<file path="config.mk">
export PLATFORM = sky130hd
export DESIGN_NAME = fsc_top
export DESIGN_NICKNAME = d
export VERILOG_FILES = /design/src/hdl/fsc_pkg.sv /design/src/hdl/fsc_top.sv
export VERILOG_INCLUDE_DIRS = /design/src /design/src/hdl
export SDC_FILE = /design/constraint.sdc
export NUM_CORES = 2
export LEC_CHECK = 0
export ABC_AREA = 1
export BUFFER_PORTS_ARGS = -buffer_cell sky130_fd_sc_hd__buf_4
export CAP_MARGIN = 0
export CORE_MARGIN = 5
export CORE_UTILIZATION = 40
export DETAILED_ROUTE_END_ITERATION = 16
export MAX_ROUTING_LAYER = met4
export PLACE_DENSITY = 0.65
export RECOVER_POWER = 100
export SYNTH_ARGS = -nofsm -noshare
export SYNTH_HDL_FRONTEND = slang
export SYNTH_SLANG_ARGS = --single-unit
</file>
<file path="constraint.sdc">
create_clock -name mclk -period 22.1 [get_ports mclk]
set_clock_uncertainty 0.15 [all_clocks]
set_input_delay 4.42 -clock mclk [delete_from_list [all_inputs] [get_ports mclk]]
set_output_delay 4.42 -clock mclk [all_outputs]
set_load 0.01 [all_outputs]
</file>
<file path="src/hdl/fsc_consts.svh">
`ifndef FSC_CONSTS_SVH
`define FSC_CONSTS_SVH
// ----------------------------------------
// register indices
// ----------------------------------------
`define FSC_REG_CTRL    4'h0
`define FSC_REG_AUTO    4'h1
`define FSC_REG_STBY    4'h2
`define FSC_REG_DELAY   4'h3
`define FSC_REG_RESLIM  4'h4
`define FSC_REG_HARMEN  4'h5
`define FSC_REG_RELAY   4'h6
`define FSC_REG_CFGSEL  4'h7
`define FSC_REG_INCFG   4'h8
`define FSC_REG_STATUS  4'h9
`define FSC_REG_HARMRUN 4'hA
`define FSC_REG_ILOAD   4'hB
// ----------------------------------------
// control bits
// ----------------------------------------
`define FSC_CTRL_START   0
`define FSC_CTRL_STOP    1
`define FSC_CTRL_ACK     2
`define FSC_CTRL_DEFAULT 3
// ----------------------------------------
// limits and defaults
// ----------------------------------------
`define FSC_PCT_MAX     7'h64
`define FSC_SLEEP_MAX   7'h5F
`define FSC_RES_MIN     7'h01
`define FSC_DLY_MAX     9'h12C
`define FSC_SLEEP_MIN   9'h005
`define FSC_STEP_S      9'h00A
`define FSC_ALARM_MIN   8'h01
`define FSC_RESTART_MAX 4'hA
`define FSC_HOUR_S      12'hE10
`define FSC_CFG_MIN_S   9'h001
`define FSC_DEF_WAKE    7'h14
`define FSC_DEF_SLEEP   7'h55
`define FSC_DEF_WDLY    9'h000
`define FSC_DEF_SDLY    9'h005
`define FSC_DEF_RES     7'h0A
// ----------------------------------------
// timing
// ----------------------------------------
`define FSC_CLK_NS      10
`define FSC_TICK_NS     1000000000
`endif

</file>
<file path="src/hdl/fsc_pkg.sv">
package fsc_pkg;
  typedef enum logic [1:0] {
    FSC_STOP  = 2'b00,
    FSC_RUN   = 2'b01,
    FSC_STBY  = 2'b10,
    FSC_ALARM = 2'b11
  } fsc_state_t;
  typedef enum logic [2:0] {
    FSC_F_NONE  = 3'b000,
    FSC_F_ALARM = 3'b001,
    FSC_F_START = 3'b010,
    FSC_F_STOP  = 3'b011,
    FSC_F_ACK   = 3'b100,
    FSC_F_SEC   = 3'b101,
    FSC_F_SS    = 3'b110
  } fsc_func_t;
  typedef struct packed {
    logic [3:0]  addr;
    logic [31:0] wdata;
    logic        wr;
    logic        rd;
  } fsc_bus_t;
  typedef struct packed {
    logic [2:0]       autoSel;
    logic             autoRestart;
    logic             stbyEn;
    logic [6:0]       wakePct;
    logic [6:0]       sleepPct;
    logic [8:0]       wakeDly;
    logic [8:0]       sleepDly;
    logic [6:0]       resLim;
    logic [7:0]       alarmMin;
    logic             alarmNc;
    logic             cfgNc;
    logic [2:0][3:0]  inCfg;
  } fsc_cfg_t;
endpackage : fsc_pkg

</file>
<file path="src/hdl/fsc_top.sv">
// The address map and the address-and-strobe port were left to the implementer.
`timescale 1ns/1ps
`include "fsc_consts.svh"
module fsc_top #(
  parameter int NHARM       = 24,
  parameter int NSRC        = 16,
  parameter int TICK_CYCLES = `FSC_TICK_NS / `FSC_CLK_NS
) (
  // clock and reset
  input  wire logic                 mclk,
  input  wire logic                 sys_rst,
  // register port
  input  wire fsc_pkg::fsc_bus_t    busIn,
  output logic [31:0]               busRdata,
  // system measurements, same clock
  input  wire logic                 preChargeDone,
  input  wire logic                 alarmCond,
  input  wire logic [6:0]           iLoadPct,
  input  wire logic [NHARM*7-1:0]   harmAmpPct,
  input  wire logic [NSRC-1:0]      statusSrc,
  input  wire logic                 isMaster,
  input  wire logic                 busStandby,
  // terminal pins
  input  wire logic                 userInputFirst,
  input  wire logic                 userInputSecond,
  input  wire logic                 userInputThird,
  // outputs
  output logic                      runCmd,
  output logic                      standbyOut,
  output logic                      secondarySet,
  output logic [NHARM-1:0]          harmRun,
  output logic                      alarmRelayClosed,
  output logic                      configurableRelayOutput
);
  import fsc_pkg::*;

  localparam int TW = $clog2(TICK_CYCLES + 1);

  typedef struct packed {
    logic [TW-1:0]          tickCnt;
    logic [2:0]             sync1;
    logic [2:0]             sync2;
    logic [2:0]             lvlPrev;
    logic [1:0]             ssPend;
    fsc_cfg_t               cfg;
    logic [NHARM-1:0]       harmEn;
    logic [NSRC-1:0]        cfgSel;
    fsc_state_t             state;
    logic                   bootPend;
    logic [8:0]             bootTmr;
    logic [8:0]             stbyTmr;
    logic                   alarmLatch;
    logic [3:0]             restartCnt;
    logic                   hourRun;
    logic [11:0]            hourTmr;
    logic [8:0]             aMinTmr;
    logic [8:0]             cMinTmr;
    logic                   aAct;
    logic                   cAct;
    logic [NHARM-1:0][11:0] resTmr;
    logic [31:0]            rdata;
  } fsc_st_t;

  localparam fsc_cfg_t CFG_DEF = '{
    autoSel:     3'h0,
    autoRestart: 1'b0,
    stbyEn:      1'b0,
    wakePct:     `FSC_DEF_WAKE,
    sleepPct:    `FSC_DEF_SLEEP,
    wakeDly:     `FSC_DEF_WDLY,
    sleepDly:    `FSC_DEF_SDLY,
    resLim:      `FSC_DEF_RES,
    alarmMin:    `FSC_ALARM_MIN,
    alarmNc:     1'b0,
    cfgNc:       1'b0,
    inCfg:       12'h000
  };

  fsc_st_t          q;
  fsc_st_t          d;
  logic [NHARM-1:0] resOver;
  logic             secSet;

  // ----------------------------------------
  // per-harmonic resonance compare
  // ----------------------------------------
  for (genvar g = 0; g < NHARM; g++)
  begin : g_res
    assign resOver[g] = harmAmpPct[g*7 +: 7] > q.cfg.resLim;
  end

  // ----------------------------------------
  // next state
  // ----------------------------------------
  always_comb
  begin
    logic            tick;
    logic [2:0]      lvl;
    logic [2:0]      act;
    logic            startCmd;
    logic            stopCmd;
    logic            ackCmd;
    logic            extAlarm;
    logic            alarmNow;
    logic            low;
    logic            high;
    logic [13:0]     lhs;
    logic [13:0]     rhs;
    logic [8:0]      bootDly;
    logic [6:0]      w7;
    logic [8:0]      w9;
    fsc_func_t       fn;
    d        = q;
    tick     = 1'b0;
    lvl      = q.sync2;
    act      = 3'h0;
    startCmd = 1'b0;
    stopCmd  = 1'b0;
    ackCmd   = 1'b0;
    extAlarm = 1'b0;
    secSet   = 1'b0;
    w7       = 7'h00;
    w9       = 9'h000;
    fn       = FSC_F_NONE;
    alarmNow = 1'b0;
    // standby level compare
    lhs  = 14'(iLoadPct) * 14'd100;
    rhs  = 14'(q.cfg.wakePct) * 14'(q.cfg.sleepPct);
    low  = lhs < rhs;
    high = iLoadPct > q.cfg.wakePct;
    bootDly = (q.cfg.autoSel > 3'h1) ? 9'(q.cfg.autoSel - 3'h1) * `FSC_STEP_S : 9'h000;
    // one second tick
    if (q.tickCnt == TW'(TICK_CYCLES - 1))
    begin
      d.tickCnt = '0;
      tick      = 1'b1;
    end
    else
      d.tickCnt = q.tickCnt + TW'(1);
    // pin synchronisers
    d.sync1 = {userInputThird, userInputSecond, userInputFirst};
    d.sync2 = q.sync1;
    d.lvlPrev = lvl;
    // input functions
    for (int i = 0; i < 3; i++)
    begin
      act[i] = lvl[i] ~^ q.cfg.inCfg[i][3];
      fn     = fsc_func_t'(q.cfg.inCfg[i][2:0]);
      case (fn)
        FSC_F_ALARM: extAlarm = extAlarm | act[i];
        FSC_F_START: startCmd = startCmd | (act[i] & ~(q.lvlPrev[i] ~^ q.cfg.inCfg[i][3]));
        FSC_F_STOP:  stopCmd  = stopCmd | (act[i] & ~(q.lvlPrev[i] ~^ q.cfg.inCfg[i][3]));
        FSC_F_ACK:   ackCmd   = ackCmd | act[i];
        FSC_F_SEC:   secSet   = secSet | act[i];
        FSC_F_SS:
        begin
          if (lvl[i] != q.lvlPrev[i])
            d.ssPend = act[i] ? 2'b01 : 2'b10;
        end
        default: ;
      endcase
    end
    startCmd = startCmd | q.ssPend[0];
    stopCmd  = stopCmd | q.ssPend[1];
    // software commands
    if (busIn.wr && busIn.addr == `FSC_REG_CTRL)
    begin
      startCmd = startCmd | busIn.wdata[`FSC_CTRL_START];
      stopCmd  = stopCmd | busIn.wdata[`FSC_CTRL_STOP];
      ackCmd   = ackCmd | busIn.wdata[`FSC_CTRL_ACK];
    end
    alarmNow = alarmCond | extAlarm;
    // restart window
    if (q.hourRun && tick)
    begin
      if (q.hourTmr == `FSC_HOUR_S - 12'h001)
      begin
        d.hourRun    = 1'b0;
        d.restartCnt = 4'h0;
      end
      else
        d.hourTmr = q.hourTmr + 12'h001;
    end
    if (ackCmd)
      d.restartCnt = 4'h0;
    // state machine
    case (q.state)
      FSC_STOP:
      begin
        if (startCmd)
          d.state = FSC_RUN;
        else if (q.bootPend && preChargeDone)
        begin
          if (q.cfg.autoSel == 3'h0)
            d.bootPend = 1'b0;
          else if (q.bootTmr >= bootDly)
          begin
            d.bootPend = 1'b0;
            d.state    = FSC_RUN;
          end
          else if (tick)
            d.bootTmr = q.bootTmr + 9'h001;
        end
      end
      FSC_RUN:
      begin
        if (stopCmd)
          d.state = FSC_STOP;
        else if (q.cfg.stbyEn && !isMaster)
        begin
          if (busStandby)
            d.state = FSC_STBY;
        end
        else if (q.cfg.stbyEn && low)
        begin
          if (q.stbyTmr >= q.cfg.sleepDly)
            d.state = FSC_STBY;
          else if (tick)
            d.stbyTmr = q.stbyTmr + 9'h001;
        end
        else
          d.stbyTmr = 9'h000;
      end
      FSC_STBY:
      begin
        if (stopCmd)
          d.state = FSC_STOP;
        else if (!q.cfg.stbyEn)
          d.state = FSC_RUN;
        else if (!isMaster)
        begin
          if (!busStandby)
            d.state = FSC_RUN;
        end
        else if (high)
        begin
          if (q.stbyTmr >= q.cfg.wakeDly)
            d.state = FSC_RUN;
          else if (tick)
            d.stbyTmr = q.stbyTmr + 9'h001;
        end
        else
          d.stbyTmr = 9'h000;
      end
      FSC_ALARM:
      begin
        if (!alarmNow && ackCmd)
        begin
          d.alarmLatch = 1'b0;
          d.state      = FSC_STOP;
        end
        else if (!alarmNow && q.cfg.autoRestart && q.restartCnt < `FSC_RESTART_MAX)
        begin
          d.alarmLatch = 1'b0;
          d.restartCnt = q.restartCnt + 4'h1;
          d.state      = FSC_RUN;
          if (!q.hourRun)
          begin
            d.hourRun = 1'b1;
            d.hourTmr = 12'h000;
          end
        end
      end
      default: d.state = FSC_STOP;
    endcase
    if (d.state != q.state)
      d.stbyTmr = 9'h000;
    if (q.ssPend[0] && (q.state == FSC_RUN || q.state == FSC_STBY))
      d.ssPend = 2'b00;
    if (q.ssPend[1] && q.state == FSC_STOP)
      d.ssPend = 2'b00;
    // alarm entry wins over any clear
    if (alarmNow)
    begin
      d.alarmLatch = 1'b1;
      d.state      = FSC_ALARM;
      d.bootPend   = 1'b0;
    end
    // alarm relay with minimum on time
    if (alarmNow && !q.alarmLatch)
      d.aMinTmr = 9'(q.cfg.alarmMin) + 9'h001;
    else if (tick && q.aMinTmr != 9'h000)
      d.aMinTmr = q.aMinTmr - 9'h001;
    d.aAct = d.alarmLatch | (d.aMinTmr != 9'h000);
    // configurable relay
    if ((|(statusSrc & q.cfgSel)) && !q.cAct)
      d.cMinTmr = `FSC_CFG_MIN_S + 9'h001;
    else if (tick && q.cMinTmr != 9'h000)
      d.cMinTmr = q.cMinTmr - 9'h001;
    d.cAct = (|(statusSrc & q.cfgSel)) | (d.cMinTmr != 9'h000);
    // resonance hold-off
    for (int h = 0; h < NHARM; h++)
    begin
      if (q.resTmr[h] == 12'h000)
      begin
        if (q.harmEn[h] && resOver[h])
          d.resTmr[h] = `FSC_HOUR_S;
      end
      else if (tick)
        d.resTmr[h] = q.resTmr[h] - 12'h001;
    end
    // register writes with range clamps
    if (busIn.wr)
    begin
      case (busIn.addr)
        `FSC_REG_CTRL:
        begin
          if (busIn.wdata[`FSC_CTRL_DEFAULT])
          begin
            d.cfg    = CFG_DEF;
            d.harmEn = '0;
            d.cfgSel = '0;
          end
        end
        `FSC_REG_AUTO:
        begin
          d.cfg.autoSel     = busIn.wdata[2:0];
          d.cfg.autoRestart = busIn.wdata[3];
          d.cfg.stbyEn      = busIn.wdata[4];
        end
        `FSC_REG_STBY:
        begin
          w7 = busIn.wdata[6:0];
          d.cfg.wakePct = (w7 > `FSC_PCT_MAX) ? `FSC_PCT_MAX : w7;
          w7 = busIn.wdata[13:7];
          d.cfg.sleepPct = (w7 > `FSC_SLEEP_MAX) ? `FSC_SLEEP_MAX : w7;
        end
        `FSC_REG_DELAY:
        begin
          w9 = busIn.wdata[8:0];
          d.cfg.wakeDly = (w9 > `FSC_DLY_MAX) ? `FSC_DLY_MAX : w9;
          w9 = busIn.wdata[24:16];
          d.cfg.sleepDly = (w9 > `FSC_DLY_MAX) ? `FSC_DLY_MAX :
                           (w9 < `FSC_SLEEP_MIN) ? `FSC_SLEEP_MIN : w9;
        end
        `FSC_REG_RESLIM:
        begin
          w7 = busIn.wdata[6:0];
          d.cfg.resLim = (w7 > `FSC_PCT_MAX) ? `FSC_PCT_MAX :
                         (w7 < `FSC_RES_MIN) ? `FSC_RES_MIN : w7;
        end
        `FSC_REG_HARMEN: d.harmEn = busIn.wdata[NHARM-1:0];
        `FSC_REG_RELAY:
        begin
          d.cfg.alarmMin = (busIn.wdata[7:0] == 8'h00) ? `FSC_ALARM_MIN : busIn.wdata[7:0];
          d.cfg.alarmNc  = busIn.wdata[8];
          d.cfg.cfgNc    = busIn.wdata[9];
        end
        `FSC_REG_CFGSEL: d.cfgSel = busIn.wdata[NSRC-1:0];
        `FSC_REG_INCFG:  d.cfg.inCfg = busIn.wdata[11:0];
        default: ;
      endcase
    end
    // register reads, data in next cycle only
    d.rdata = 32'h0000_0000;
    if (busIn.rd)
    begin
      case (busIn.addr)
        `FSC_REG_AUTO:
          d.rdata = {27'h0, q.cfg.stbyEn, q.cfg.autoRestart, q.cfg.autoSel};
        `FSC_REG_STBY:   d.rdata = {18'h0, q.cfg.sleepPct, q.cfg.wakePct};
        `FSC_REG_DELAY:  d.rdata = {7'h0, q.cfg.sleepDly, 7'h0, q.cfg.wakeDly};
        `FSC_REG_RESLIM: d.rdata = {25'h0, q.cfg.resLim};
        `FSC_REG_HARMEN: d.rdata = 32'(q.harmEn);
        `FSC_REG_RELAY:
          d.rdata = {22'h0, q.cfg.cfgNc, q.cfg.alarmNc, q.cfg.alarmMin};
        `FSC_REG_CFGSEL: d.rdata = 32'(q.cfgSel);
        `FSC_REG_INCFG:  d.rdata = {20'h0, q.cfg.inCfg};
        `FSC_REG_STATUS:
          d.rdata = {18'h0, (q.state == FSC_STBY), secondarySet, q.restartCnt,
                     q.alarmLatch, q.sync2, configurableRelayOutput,
                     alarmRelayClosed, q.state};
        `FSC_REG_HARMRUN: d.rdata = 32'(harmRun);
        `FSC_REG_ILOAD:   d.rdata = {25'h0, iLoadPct};
        default: d.rdata = 32'h0000_0000;
      endcase
    end
  end

  // ----------------------------------------
  // state register
  // ----------------------------------------
  always_ff @(posedge mclk or posedge sys_rst)
  begin
    if (sys_rst)
    begin
      q          <= '0;
      q.cfg      <= CFG_DEF;
      q.bootPend <= 1'b1;
    end
    else
      q <= d;
  end

  // ----------------------------------------
  // registered outputs
  // ----------------------------------------
  always_ff @(posedge mclk or posedge sys_rst)
  begin
    if (sys_rst)
    begin
      runCmd                  <= 1'b0;
      standbyOut              <= 1'b0;
      secondarySet            <= 1'b0;
      harmRun                 <= '0;
      alarmRelayClosed        <= 1'b0;
      configurableRelayOutput <= 1'b0;
      busRdata                <= 32'h0000_0000;
    end
    else
    begin
      runCmd                  <= d.state == FSC_RUN;
      standbyOut              <= d.state == FSC_STBY;
      secondarySet            <= secSet;
      for (int h = 0; h < NHARM; h++)
        harmRun[h] <= q.harmEn[h] && d.resTmr[h] == 12'h000;
      alarmRelayClosed        <= d.aAct ^ q.cfg.alarmNc;
      configurableRelayOutput <= d.cAct ^ q.cfg.cfgNc;
      busRdata                <= d.rdata;
    end
  end
endmodule : fsc_top

</file>
==> run summary <==
* 0.06 ns — clock transition at the registers of the reported paths
* 6.21% — xor and xnor fraction of the mapped netlist area
* 0 — total of warnings raised by yosys
* 56100 um — wire length on met1
* 0 — hold depth
* 3 — maximum clock insertion buffer count
* 12.47 ns — critical path data arrival time
* 10100 — filler cell count in the final layout
* 40100 sq um — summed instance area of the synthesized netlist
* 40.1% — effective utilization at floorplan
* 43500 sq um — standard cell area after detailed placement
* 11.9% — arithmetic-cell share of the synthesized area counting full adders, half adders and majority gates
* complete, but fails checks — outcome
* 0 — final hold violations
* 5 — initial antenna violation count
* 12.67 ns — Final min period
* 13.3% — Area growth, synth to finish
* 0.61 ns — clock latency on the worst-skew pair
* 214 — pin count of the biggest net entering global routing
* 12.80 ns — worst slack at placement
* simple AND/OR/NAND/NOR gates — main combinational cell family by area after synthesis
* 33.2% — post-synth top area share
* 544 — number of clock sinks
* 284 — Port Buffers
* 21.90 ns — required time of the worst setup path
* 3.46 mW — Final Power
* 28.0% — area fraction in and, or, nand and nor cells after synthesis
* 107000 sq um — DIE AREA
* -488% — tightest slew margin relative to the limit
* done — CTS tree
* in -> async — type of the setup path with the least slack
* 15 — count of maximum capacitance violations
* 37800 — vias after detailed routing
* 1098 — Slew Limit Fails
* 7.21 sq um — mean instance size in the synthesized netlist
* nand2_1 (1423), inv_1 (759), nor2_1 (653) — top cells by count, synth
* q[496]$_DFF_PP0_ — FF-to-FF Start
* 6.97% — share of cells above drive strength 1
* 0 — final routed DRC violation total
* 78.9 MHz — highest clock rate
* 7187 — fin cells
* 0 — GRT Residual Overflow
* 9450 um — length of routed met3 wiring
* 13 — worst-case reg-to-reg path depth
* 23.6 nW — leakage component of the power
* 327 um — Die Width
* 0.0250% — portion of netlist area occupied by mux cells
* 9.43 ns — Worst Setup Slack, final
* sys_rst — critical path launch point
* 0 ns — Setup TNS
* 544 — number of register bits inferred by synthesis
* 11.13 ns — flop-to-flop setup slack
* 0.991 — Placer Congestion
* 76.2 nW/um^2 — pwr dens
* 17.5 um — routed len/inst
* 3323 — starting DRC count in detailed routing
* nand2_1 — most used standard cell by instance count after synthesis
* 57.3% — final worst path period share
* clkbuf_16 — clock root buffer
* 299 — num ports
* 0 — CTS-repair resized insts
* 5.26 — vias per cell
* 99900 sq um — core region area
* 116 — row cnt
* input pin — crit path launch type
* no — setup repair after global routing missed its margin
* 8.82 ns — slew at the pin closest to its max-slew limit
* 7066 — number of cells in the design after placement
* 0 — number of hold buffers added after cts
* 68 — number of buffers inserted during clock tree synthesis
* dfrtp_1 — most instantiated flip-flop cell in the synthesis netlist
* 0 — number of synthesized flops with an enable pin
* dfrtp_1 — cell type contributing the most total cell area after synthesis
* 6 — drt first pass iters
* 6442 — final layout net count
* 197000 um — first-pass GRT wire length
* asynchronous set/reset pin — kind of end point of the critical path
* q[70]$_DFF_PP0_ — end point of the critical path
* d[490]$_DFF_PP0_ — startpoint of the worst hold path
* 55600 um — met2 wire length
* 112 — Crit Path Max Fanout
* 45400 sq um — summed area of non-filler cells in the final layout
* capacitance limit, slew limit — failing checks
* 0 — post-route antenna net violation count
* 34.0% — register area share after synthesis
* 94700 um — hpwl dp
* 23.5% — GRT Util Overall
* 0.0887 mV — peak supply drop
* dfrtp_1 (33%), nand2_1 (13%), ha_1 (11%) — dominant cells by area after synthesis
* met4 — highest signal layer in the routed design
* 11.0% — compound-cell area share of the yosys netlist
* 126000 um — Routed Wire Length
* 0 — Post-CTS Setup Bufs
* 0 — Finish-stage setup viols
* harmRun[0]$_DFF_PP0_ — critical register-to-register path endpoint
* reg -> reg — worst hold path type
* 5562 — instance count of the mapped netlist
* 3 — H-tree level count
* 100% — share of synthesized flip-flops with an asynchronous set or reset
* 63 — Yosys cell types
* 36100 — vias in the first global route
* 327 um — floorplan die height
## metal layers
metal / GRT usage, % / up-vias
met5: - / -
met4: 8.11 / 0
met3: 4.58 / 228
met2: 36.3 / 1237
met1: 31.1 / 17700
li1: - / 18600
## cells by family (layout without fill, tap and decap cells)
group | after synthesis | count (layout)
and+or+nand+nor | 2672 | 2672
buffers and inverters | 899 | 1216
AOI/OAI and AO/OA | 794 | 794
DFF | 544 | 544
adders and majority gates | 366 | 366
xor gates and xnor gates | 284 | 284
other | 2 | 12
muxes | 1 | 1
## registers in the layout, summed over array words and instances (netlist names)
name and count:
alarmRelayClosed 1, busRdata 25, configurableRelayOutput 1, d 6
harmRun 24, q 484, runCmd 1, secondarySet 1
standbyOut 1
## worst max-delay path, cell delays in order
cell and delay [ns]:
clkbuf_4 0.11, clkinvlp_2 2.87, clkbuf_1 2.45, clkbuf_1 2.50
## stage by stage
step | utilization (%) | hold WS (ns)
after floorplan | - | 0.181
after global placement | 43.6 | 0.185
after detailed placement | 43.6 | 0.185
after CTS | 45.9 | 0.195
after global routing | 45.5 | 0.199
final | 45.5 | 0.194
## worst min-delay path by stage
stage,end,slack (ns)
floorplan,d[487]$_DFF_PP0_,0.18
global placement,d[489]$_DFF_PP0_,0.19
detailed placement,d[487]$_DFF_PP0_,0.18
CTS,d[487]$_DFF_PP0_,0.19
global route,d[487]$_DFF_PP0_,0.20
finish,d[487]$_DFF_PP0_,0.19
## cell type report
| class | instances | area, sq um | area share (%) |
|---|---|---|---|
| multi-input cells | 4126 | 22900 | 50.3 |
| flip-flops and latches | 544 | 13600 | 30.0 |
| inverters | 786 | 2950 | 6.50 |
| repair buffers | 312 | 2060 | 4.54 |
| clock buffers | 89 | 1870 | 4.12 |
| well taps | 1298 | 1620 | 3.58 |
| clock inverters | 29 | 403 | 0.887 |
| diodes | 3 | 7.51 | 0.0165 |
## cells in the final DEF (no fill, tap or decap), types with 7 or more instances in the layout
master,instances
xnor2_1,48
clkinv_2,10
nand2_1,1426
a31oi_1,14
clkbuf_16,69
clkbuf_8,7
nand3b_1,14
nand4_1,98
a221oi_1,21
inv_1,756
nor3_1,134
bufinv_16,9
clkinv_1,10
a21oi_1,290
clkbuf_4,17
xor2_1,236
nor2_1,655
a22oi_1,12
nor4_1,29
fa_1,27
o22ai_1,96
or2_2,14
inv_2,19
o21ai_0,288
a21o_1,7
dfstp_2,12
nand3_1,258
dfrtp_1,531
ha_1,339
o211ai_1,17
o21a_1,16
buf_4,220
clkbuf_1,88
conb_1,9
nor3_2,7
## report_power, final
group,switching (mW),total (mW),leakage (nW),internal (mW)
logic,0.716,1.15,15.9,0.431
clock network,0.453,1.16,1.11,0.703
registers,0.0940,1.16,6.59,1.06
total,1.26,3.46,23.6,2.20
No activity file was read; power rests on OpenSTA's default activity.
